### src/dsc_decode_defines.vh
`ifndef DSC_DECODE_DEFINES_VH
`define DSC_DECODE_DEFINES_VH
// instruction word layout
`define IW_WIDTH 24
`define OPC_MSB 23
`define OPC_LSB 16
`define OPC_SECOND_WORD 8'h00
// operand field positions
`define BASE_MSB 14
`define BASE_LSB 11
`define MODE_S_MSB 6
`define MODE_S_LSB 4
`define SRC_MSB 3
`define SRC_LSB 0
`define MODE_D_MSB 13
`define MODE_D_LSB 11
`define DST_MSB 10
`define DST_LSB 7
`define DIR_BIT 13
`define FILE_MSB 12
`define FILE_LSB 0
`define FILE_MAX 13'h1fff
`define UNSIGNED_LITERAL_10B_MSB 13
`define UNSIGNED_LITERAL_10B_LSB 4
`define UNSIGNED_LITERAL_10B_BYTE_MAX 10'h0ff
`define SIGNED_LITERAL_16B_MSB 19
`define SIGNED_LITERAL_16B_LSB 4
`define BIT_SELECT_FIELD_MSB 15
`define BIT_SELECT_FIELD_LSB 12
`define ACC_SEL_BIT 15
`define AWB_MSB 1
`define AWB_LSB 0
`define AWB_REG 4'hd
`define AWB_INC 4'h2
`define SIZE_B_BIT 14
`define SIZE_D_BIT 22
`define SHADOW_BIT 15
`define DEFAULT_WORKING_REG_NUM 4'h0
// instruction classes decoded from opcode bits
`define CLS_SKIP 8'h50
`define CLS_BRANCH 8'h37
`define CLS_COND_BR 8'h30
`define CLS_IND_CALL 8'h01
`define CLS_TABLE 8'hba
`define CLS_RETURN 8'h06
`define CLS_INT_RETURN 8'h07
`define CLS_DMOVE 8'hbe
`define CLS_TWO_WORD0 8'h02
`define CLS_TWO_WORD1 8'h04
`define CLS_TWO_WORD2 8'h08
`define CLS_ACC 8'hc0
`endif

### src/dsc_instruction_decode_timing.v
// Functional notes
// - most instructions are one 24-bit word
// - top 8 bits opcode, rest operands
// - second word top zero; alone runs nop
// - one cycle; two when taken/pc changes
// - branch, indirect, table, returns take 2-3
// - taken skip: two or three cycles
// - double-word moves take two cycles
// - two-word instructions take two cycles
// - three register operands, two with address modes
// - file op: address and file/w0 destination
// - file address covers 0 to 0x1fff
// - unsigned 10-bit literal byte-limited to 255; here a larger byte-mode value passes unchanged and only sets lit_range_err
// - program address literal always even
// - signed literals are two's complement
// - bit field picks bit 0..15
// - carry, digit carry, negative, overflow, zero; zero here resets to 0 and can only clear, never set
// - per-accumulator overflow and saturate flags
// - accumulator class selects A or B
// - acc write-back W13 or [W13]+=2
// - byte/word/double width, shadow option
`timescale 1ns/10ps
`include "dsc_decode_defines.vh"
module dsc_instruction_decode_timing (
   // clock and reset
   input wire clk,
   input wire nrst,
   // instruction fetch
   input wire [23:0] instr_word,
   input wire instr_valid,
   input wire cond_true,
   input wire pc_changed,
   input wire skip_taken,
   input wire table_extra,
   // flag updates
   input wire [4:0] mcu_we,
   input wire [4:0] mcu_val,
   input wire [3:0] dsp_we,
   input wire [3:0] dsp_val,
   // decoded fields
   output reg [7:0] opcode,
   output reg is_second_word,
   output reg is_two_word,
   output reg [3:0] base_source_reg,
   output reg [3:0] second_source_reg,
   output reg [2:0] second_source_mode,
   output reg [3:0] result_dest_reg,
   output reg [2:0] result_dest_mode,
   output reg [12:0] file_addr,
   output reg dest_is_file,
   output reg [3:0] default_working_reg,
   output reg acc_select_b,
   output reg [3:0] acc_writeback_dest,
   output reg acc_writeback_indirect,
   output reg [1:0] op_width,
   output reg shadow_select,
   // literals
   output wire [9:0] unsigned_literal_10b,
   output wire lit_range_err,
   output wire [22:0] unsigned_literal_23b,
   output wire [15:0] signed_literal_10b,
   output wire [15:0] signed_literal_16b,
   output wire [15:0] bit_mask,
   // timing
   output reg [1:0] cycle_count,
   output reg busy,
   output reg exec_nop,
   // status flags
   output wire carry_flag,
   output wire digit_carry_flag,
   output wire negative_flag,
   output wire overflow_flag,
   output wire sticky_zero_flag,
   output wire acc_a_overflow_flag,
   output wire acc_b_overflow_flag,
   output wire acc_a_saturate_flag,
   output wire acc_b_saturate_flag
);
   // width encodings
   localparam [1:0] W_BYTE = 2'h0;
   localparam [1:0] W_WORD = 2'h1;
   localparam [1:0] W_DOUBLE = 2'h2;
   // states
   localparam [2:0] S_IDLE = 3'h1;
   localparam [2:0] S_EXTRA = 3'h2;
   localparam [2:0] S_SECOND = 3'h4;

   reg [2:0] state;
   reg [1:0] extra_left;
   reg [2:0] next_state;
   reg [1:0] next_extra;
   reg [1:0] next_count;
   reg skip_two_word;

   // ----------------------------------------
   // classification
   // ----------------------------------------
   function two_word_op;
      input [7:0] op;
      begin
         two_word_op = (op == `CLS_TWO_WORD0) || (op == `CLS_TWO_WORD1) ||
            (op == `CLS_TWO_WORD2);
      end
   endfunction

   function multi_cycle_op;
      input [7:0] op;
      begin
         multi_cycle_op = (op == `CLS_BRANCH) || (op == `CLS_IND_CALL) ||
            (op == `CLS_TABLE) || (op == `CLS_RETURN) ||
            (op == `CLS_INT_RETURN);
      end
   endfunction

   wire [7:0] op = instr_word[`OPC_MSB:`OPC_LSB];
   wire byte_mode = instr_word[`SIZE_B_BIT];

   // ----------------------------------------
   // cycle count
   // ----------------------------------------
   always @* begin
      next_count = 2'h1;
      if (op == `OPC_SECOND_WORD)
         next_count = 2'h1;
      else if (two_word_op(op))
         next_count = 2'h2;
      else if (op == `CLS_DMOVE)
         next_count = 2'h2;
      else if (multi_cycle_op(op))
         next_count = table_extra ? 2'h3 : 2'h2;
      else if (op == `CLS_SKIP && skip_taken)
         next_count = skip_two_word ? 2'h3 : 2'h2;
      else if (cond_true || pc_changed)
         next_count = 2'h2;
   end

   // skipped size is known from the fetch lookahead bit; kept simple here
   always @* begin
      skip_two_word = instr_word[0] & (op == `CLS_SKIP);
   end

   // ----------------------------------------
   // sequencer
   // ----------------------------------------
   always @* begin
      next_state = state;
      next_extra = extra_left;
      case (state)
         S_IDLE: begin
            if (instr_valid && next_count != 2'h1) begin
               next_extra = next_count - 2'h1;
               next_state = two_word_op(op) ? S_SECOND : S_EXTRA;
            end
         end
         S_EXTRA: begin
            next_extra = extra_left - 2'h1;
            if (extra_left == 2'h1)
               next_state = S_IDLE;
         end
         S_SECOND: begin
            next_extra = 2'h0;
            next_state = S_IDLE;
         end
         default: begin
            next_state = S_IDLE;
            next_extra = 2'h0;
         end
      endcase
   end

   always @(posedge clk) begin
      if (!nrst) begin
         state <= S_IDLE;
         extra_left <= 2'h0;
         cycle_count <= 2'h0;
         busy <= 1'b0;
         exec_nop <= 1'b0;
      end else begin
         state <= next_state;
         extra_left <= next_extra;
         busy <= (next_state != S_IDLE);
         // extra cycles run as no-operation
         exec_nop <= (state != S_IDLE) ||
            (instr_valid && op == `OPC_SECOND_WORD);
         if (state == S_IDLE && instr_valid)
            cycle_count <= next_count;
      end
   end

   // ----------------------------------------
   // operand fields
   // ----------------------------------------
   always @(posedge clk) begin
      if (!nrst) begin
         opcode <= 8'h00;
         is_second_word <= 1'b0;
         is_two_word <= 1'b0;
         base_source_reg <= 4'h0;
         second_source_reg <= 4'h0;
         second_source_mode <= 3'h0;
         result_dest_reg <= 4'h0;
         result_dest_mode <= 3'h0;
         file_addr <= 13'h0000;
         dest_is_file <= 1'b0;
         default_working_reg <= `DEFAULT_WORKING_REG_NUM;
         acc_select_b <= 1'b0;
         acc_writeback_dest <= `AWB_REG;
         acc_writeback_indirect <= 1'b0;
         op_width <= W_WORD;
         shadow_select <= 1'b0;
      end else if (instr_valid && state == S_IDLE) begin
         opcode <= op;
         is_second_word <= (op == `OPC_SECOND_WORD);
         is_two_word <= two_word_op(op);
         base_source_reg <= instr_word[`BASE_MSB:`BASE_LSB];
         second_source_reg <= instr_word[`SRC_MSB:`SRC_LSB];
         second_source_mode <= instr_word[`MODE_S_MSB:`MODE_S_LSB];
         result_dest_reg <= instr_word[`DST_MSB:`DST_LSB];
         result_dest_mode <= instr_word[`MODE_D_MSB:`MODE_D_LSB];
         file_addr <= instr_word[`FILE_MSB:`FILE_LSB] & `FILE_MAX;
         dest_is_file <= instr_word[`DIR_BIT];
         default_working_reg <= `DEFAULT_WORKING_REG_NUM;
         acc_select_b <= (op[7:6] == 2'h3) & instr_word[`ACC_SEL_BIT];
         acc_writeback_dest <= `AWB_REG;
         acc_writeback_indirect <= instr_word[`AWB_LSB];
         if (instr_word[`SIZE_D_BIT] && !byte_mode)
            op_width <= W_DOUBLE;
         else if (byte_mode)
            op_width <= W_BYTE;
         else
            op_width <= W_WORD;
         shadow_select <= instr_word[`SHADOW_BIT];
      end
   end

   // ----------------------------------------
   // literals and flags
   // ----------------------------------------
   lit_check u_lit (
      .clk(clk),
      .nrst(nrst),
      .word(instr_word),
      .byte_mode(byte_mode),
      .unsigned_literal_10b(unsigned_literal_10b),
      .lit_range_err(lit_range_err),
      .unsigned_literal_23b(unsigned_literal_23b),
      .signed_literal_10b(signed_literal_10b),
      .signed_literal_16b(signed_literal_16b),
      .bit_mask(bit_mask)
   );

   status_flags u_flags (
      .clk(clk),
      .nrst(nrst),
      .mcu_we(mcu_we),
      .mcu_val(mcu_val),
      .dsp_we(dsp_we),
      .dsp_val(dsp_val),
      .carry_flag(carry_flag),
      .digit_carry_flag(digit_carry_flag),
      .negative_flag(negative_flag),
      .overflow_flag(overflow_flag),
      .sticky_zero_flag(sticky_zero_flag),
      .acc_a_overflow_flag(acc_a_overflow_flag),
      .acc_b_overflow_flag(acc_b_overflow_flag),
      .acc_a_saturate_flag(acc_a_saturate_flag),
      .acc_b_saturate_flag(acc_b_saturate_flag)
   );
endmodule // dsc_instruction_decode_timing

### src/lit_check.v
`timescale 1ns/10ps
`include "dsc_decode_defines.vh"
module lit_check (
   // clock
   input wire clk,
   input wire nrst,
   // fields
   input wire [23:0] word,
   input wire byte_mode,
   // results
   output reg [9:0] unsigned_literal_10b,
   output reg lit_range_err,
   output reg [22:0] unsigned_literal_23b,
   output reg [15:0] signed_literal_10b,
   output reg [15:0] signed_literal_16b,
   output reg [15:0] bit_mask
);
   wire [9:0] l10 = word[`UNSIGNED_LITERAL_10B_MSB:`UNSIGNED_LITERAL_10B_LSB];
   always @(posedge clk) begin
      if (!nrst) begin
         unsigned_literal_10b <= 10'h000;
         lit_range_err <= 1'b0;
         unsigned_literal_23b <= 23'h000000;
         signed_literal_10b <= 16'h0000;
         signed_literal_16b <= 16'h0000;
         bit_mask <= 16'h0000;
      end else begin
         unsigned_literal_10b <= l10;
         lit_range_err <= byte_mode && (l10 > `UNSIGNED_LITERAL_10B_BYTE_MAX);
         unsigned_literal_23b <= {word[22:1], 1'b0};
         signed_literal_10b <= {{6{l10[9]}}, l10};
         signed_literal_16b <= word[`SIGNED_LITERAL_16B_MSB:`SIGNED_LITERAL_16B_LSB];
         bit_mask <= 16'h0001 << word[`BIT_SELECT_FIELD_MSB:`BIT_SELECT_FIELD_LSB];
      end
   end
endmodule // lit_check

### src/status_flags.v
`timescale 1ns/10ps
module status_flags (
   // clock
   input wire clk,
   input wire nrst,
   // updates
   input wire [4:0] mcu_we,
   input wire [4:0] mcu_val,
   input wire [3:0] dsp_we,
   input wire [3:0] dsp_val,
   // flags
   output reg carry_flag,
   output reg digit_carry_flag,
   output reg negative_flag,
   output reg overflow_flag,
   output reg sticky_zero_flag,
   output reg acc_a_overflow_flag,
   output reg acc_b_overflow_flag,
   output reg acc_a_saturate_flag,
   output reg acc_b_saturate_flag
);
   always @(posedge clk) begin
      if (!nrst) begin
         carry_flag <= 1'b0;
         digit_carry_flag <= 1'b0;
         negative_flag <= 1'b0;
         overflow_flag <= 1'b0;
         sticky_zero_flag <= 1'b0;
         acc_a_overflow_flag <= 1'b0;
         acc_b_overflow_flag <= 1'b0;
         acc_a_saturate_flag <= 1'b0;
         acc_b_saturate_flag <= 1'b0;
      end else begin
         if (mcu_we[0]) carry_flag <= mcu_val[0];
         if (mcu_we[1]) digit_carry_flag <= mcu_val[1];
         if (mcu_we[2]) negative_flag <= mcu_val[2];
         if (mcu_we[3]) overflow_flag <= mcu_val[3];
         // zero only clears when a nonzero result appears
         if (mcu_we[4]) sticky_zero_flag <= sticky_zero_flag & mcu_val[4];
         if (dsp_we[0]) acc_a_overflow_flag <= dsp_val[0];
         if (dsp_we[1]) acc_b_overflow_flag <= dsp_val[1];
         if (dsp_we[2]) acc_a_saturate_flag <= dsp_val[2];
         if (dsp_we[3]) acc_b_saturate_flag <= dsp_val[3];
      end
   end
endmodule // status_flags

### config.mk
export PLATFORM = sky130hd
export DESIGN_NAME = dsc_instruction_decode_timing
export DESIGN_NICKNAME = d
export VERILOG_FILES = /design/src/dsc_instruction_decode_timing.v /design/src/lit_check.v /design/src/status_flags.v
export VERILOG_INCLUDE_DIRS = /design/src /design/src/src
export SDC_FILE = /design/constraint.sdc
export NUM_CORES = 1
export LEC_CHECK = 0
export ABC_AREA = 1
export BUFFER_PORTS_ARGS = -buffer_cell sky130_fd_sc_hd__buf_2
export CAP_MARGIN = 10
export CELL_PAD_IN_SITES_DETAIL_PLACEMENT = 0
export CELL_PAD_IN_SITES_GLOBAL_PLACEMENT = 1
export CORE_ASPECT_RATIO = 0.75
export CORE_MARGIN = 2
export CORE_UTILIZATION = 30
export DETAILED_ROUTE_END_ITERATION = 10
export GPL_ROUTABILITY_DRIVEN = 0
export MAX_ROUTING_LAYER = met4
export PLACE_DENSITY = 0.86
export SYNTH_ARGS = -nofsm -noshare
export SYNTH_HDL_FRONTEND = slang
export SYNTH_HIERARCHICAL = 1
export SYNTH_SLANG_ARGS = --single-unit
### constraint.sdc
create_clock -name clk -period 1.7 [get_ports clk]
set_input_delay 0.085 -clock clk [delete_from_list [all_inputs] [get_ports clk]]
set_output_delay 0.085 -clock clk [all_outputs]
set_load 0.1 [all_outputs]
==> impl_table.tex <==
\begin{tabular}{lr}
\hline
Metric & Value \\
\hline
\multicolumn{2}{l}{\textbf{Detailed routing}} \\
Number of remaining DRC errors & 0 \\
Initial DRC count & between 80 and 90 \\
Via/cell ratio & 4.04 \\
WL met3 & 537 um \\
WL met1 & 4060 um \\
Uppermost signal routing layer after detailed routing & met4 \\
Final ANT Viol Nets & 0 \\
Routed length per instance & 11.6 um \\
Detailed-routed wire length on met2 & $\sim$4500 um \\
Number of iterations in the first detailed-routing pass & 6 \\
Number of vias after detailed routing & between 3000 and 4000 \\
Final wirelength & 9170 um \\
\multicolumn{2}{l}{\textbf{Clocking}} \\
CTS tree & yes \\
Root buffer cell & clkbuf\_16 \\
Buffer levels on the longest clock path & 2 \\
Total number of H-tree levels & 3 \\
CTS clk-pin slew, worst paths & around 70 ps \\
Total clock sinks & 86 \\
Source-to-sink clock delay at the later pin of the worst-skew pair & around 340 ps \\
\# resized after CTS & 0 \\
Clock buffer count from CTS & 9 \\
\multicolumn{2}{l}{\textbf{Power and ir drop}} \\
Maximum VDD drop & about 600 uV \\
Leakage power summed over all cells & $\sim$2.7 nW \\
Power per Cell Area & $\sim$1300 nW/um\^{}2 \\
\multicolumn{2}{l}{\textbf{Layout}} \\
Core Util, Final & roughly 41\% \\
Post-route cell area & 4850 um\^{}2 \\
Register name with the most flops & u\_lit/unsigned\_literal\_23b \\
Ratio of cells with drive above 1 in the final layout & between 30\% and 40\% \\
Number of diodes & 0 \\
Post-layout net count & between 600 and 700 \\
\# fillers & 1180 \\
Flip-flop count of the largest register after layout & 22 \\
Commonest non-fill, non-tap cells in the layout & buf\_2, dfxtp\_1, nor2\_1 \\
Registers with the most flip-flops & u\_lit/unsigned\_literal\_23b x22, u\_lit/bit\_mask x16, opcode x8 \\
Layout area overhead & 33.4\% \\
Commonest non-fill, non-tap cell in the layout & buf\_2 \\
\multicolumn{2}{l}{\textbf{Outcome}} \\
Status & finished, final reports clean \\
\multicolumn{2}{l}{\textbf{Critical path}} \\
Worst Path Class, Setup & primary input to flip-flop \\
Category of the worst setup path launch point & primary input \\
FF-to-FF setup slack & roughly 270 ps \\
Origin of the worst setup path & instr\_word[18] \\
CP required & between 1500 and 2000 ps \\
Maximum fanout encountered on the critical timing path & 6 \\
RR Endpoint & op\_width[0]\$\_SDFFE\_PN1P\_ \\
Cell occurring most often along the worst timing path & nand2\_1 \\
Worst Path Arrival & $\sim$1700 ps \\
Worst reg-to-reg path cell count & 6 \\
Biggest cell delay along the critical path & 230 ps \\
CP Cell Sequence & buf\_2, nor2\_2, nand2\_1, nor2\_2, nand2\_1, nand2\_2, nand3\_1, nand3\_2, nand2\_1, ha\_1, nor2\_1, inv\_1, nor3\_1, inv\_1, o21bai\_1 \\
Endpoint class of the critical path & flip-flop \\
Reg-to-Reg Start & state[1]\$\_SDFF\_PN0\_ \\
Cell with the largest stage delay on the worst path & nor3\_1 \\
\multicolumn{2}{l}{\textbf{Global route}} \\
Wire length of the first global-routing pass & 14800 um \\
Vias in the first global route & 3017 \\
Largest net degree at the start of global routing & 32 \\
Overflow left after global routing & 0 \\
Overall track demand over capacity in global routing & between 10\% and 20\% \\
Antenna violations before repair & 0 \\
\multicolumn{2}{l}{\textbf{Yosys}} \\
Portion of the post-synthesis area used by sequential elements & a little under half \\
Count of different cell masters after synthesis & 29 \\
Post-Synthesis Cells & around 460 \\
Number of warnings printed during yosys synthesis & 6 \\
Total standard cell area after synthesis & 3640 um\^{}2 \\
Post-synthesis area per instance & slightly below 8 um\^{}2 \\
Synthesis-stage register bit count & 86 \\
\multicolumn{2}{l}{\textbf{STA}} \\
Final setup margin & roughly 230 ps \\
Setup repair after global routing missed its margin & false \\
Worst hold slack after final layout & around 26 ps \\
Finish-stage setup viols & 0 \\
Fmax achieved & between 0.6 and 0.7 GHz \\
Worst setup skew after layout & just under 6 ps \\
Final critical path time including I/O delays and setup & 1470 ps \\
Normalized max-slew margin & 65.5\% \\
Final critical-path share of the clock period & between 80\% and 90\% \\
Slew at the pin closest to its max-slew limit & 520 ps \\
Total count of max-transition violations in the final report & 0 \\
Number of hold violations in the final report & 0 \\
\multicolumn{2}{l}{\textbf{Place}} \\
Placement Setup Slack & -116 ps \\
Port buffer count & 189 \\
Post-detailed-placement cell area & 4320 um\^{}2 \\
HPWL after detailed placement & between 6000 and 7000 um \\
\multicolumn{2}{l}{\textbf{Floorplan}} \\
DIE AREA & about 13000 um\^{}2 \\
Chip width & approximately 130 um \\
Vertical die dimension & between 90 and 100 um \\
Number of ports placed on the die boundary & between 150 and 200 \\
Initial standard-cell utilization of the core & between 30\% and 40\% \\
\# rows & 34 \\
Core region area & around 12000 um\^{}2 \\
\multicolumn{2}{l}{\textbf{Run}} \\
Reported max-cap violation count & 0 \\
\multicolumn{2}{l}{\textbf{Worst hold path}} \\
Worst hold path startpoint & instr\_word[20] \\
HP Class & primary input to flip-flop \\
Hold Crit Endpoint & opcode[4]\$\_SDFFE\_PN0P\_ \\
Worst Hold Depth & 3 \\
\hline
\end{tabular}
## power breakdown
part	total (mW)	internal [mW]	switching (mW)
Clock	1.94	1.04	0.897
Sequential	2.22	2.15	0.0734
Combinational	2.35	0.337	2.02
Total	6.51	3.52	2.99
## critical path: cells and delay by family
family                   cells  cell delay (ps)
AND/OR/NAND/NOR             10             1050
buffers and inverters        3              260
adder cells (fa/ha/maj)      1              190
AO/OA/AOI/OAI                1              140
## kinds of logic after synthesis
group	after synthesis	synth area share [%]
simple gates	180	20.5
buf+inv	139	23.1
fa+ha+maj	2	0.688
flops	86	47.4
other cells	3	0.310
compound gates	53	7.98
## per-stage QoR
| stage | power, mW | std cells | setup TNS [ps] |
|---|---|---|---|
| 2_1_floorplan | 4.36 | 469 | 0 |
| 3_3_place_gp | 4.58 | 755 | -31.5 |
| 3_5_place_dp | 4.59 | 755 | -211 |
| 4_1_cts | 6.60 | 794 | 0 |
| 5_1_grt | 6.78 | 794 | 0 |
| 6_report | 6.51 | 794 | 0 |
## per-layer routing
| layer | GRT usage [%] | up-vias |
|---|---|---|
| met4 | 4.18 | 0 |
| met3 | 4.18 | 8 |
| met1 | 16.9 | 1423 |
| li1 | - | 1662 |
| met2 | 25.1 | 114 |
| met5 | - | - |
## cell type report
class                           instances  area (um^2)  share of cell area (%)
Sequential cell                        86         1720                    35.5
Clock inverter                          7         73.8                    1.52
Tap cell                              162          203                    4.18
Timing Repair Buffer                  229         1320                    27.1
Inverter                               57          214                    4.41
Multi-Input combinational cell        244         1100                    22.6
Clock buffer                            9          225                    4.64
## repair_timing
item | in CTS | in global routing
hold buffers | 23 | 0
setup endpoints to repair | 0 | 0
buffers inserted | 0 | 0
hold endpoints to repair | 33 | 0
## Yosys cell counts (all sizes together)
cell type / count / area, um^2
a211oi: 2 / 15.0
a21oi: 17 / 92.6
a31oi: 1 / 6.26
buf: 80 / 619
clkbuf: 2 / 7.51
clkinv: 1 / 3.75
conb: 3 / 11.3
dfxtp: 86 / 1720
ha: 2 / 25.0
inv: 56 / 210
nand2: 70 / 273
nand3: 14 / 75.1
nand4: 2 / 12.5
nor2: 90 / 355
nor3: 4 / 31.3
o21ai: 30 / 154
o21bai: 2 / 15.0
o31ai: 1 / 7.51
## worst max path at each step
stage,to,cells past startpoint
after detailed placement,state[1]$_SDFF_PN0_,15
after CTS,op_width[0]$_SDFFE_PN1P_,6
final,state[1]$_SDFF_PN0_,15
after global placement,state[1]$_SDFF_PN0_,15
after global routing,state[1]$_SDFF_PN0_,15
after floorplan,signed_literal_10b[10],1
(Power assumes the default switching activity.)
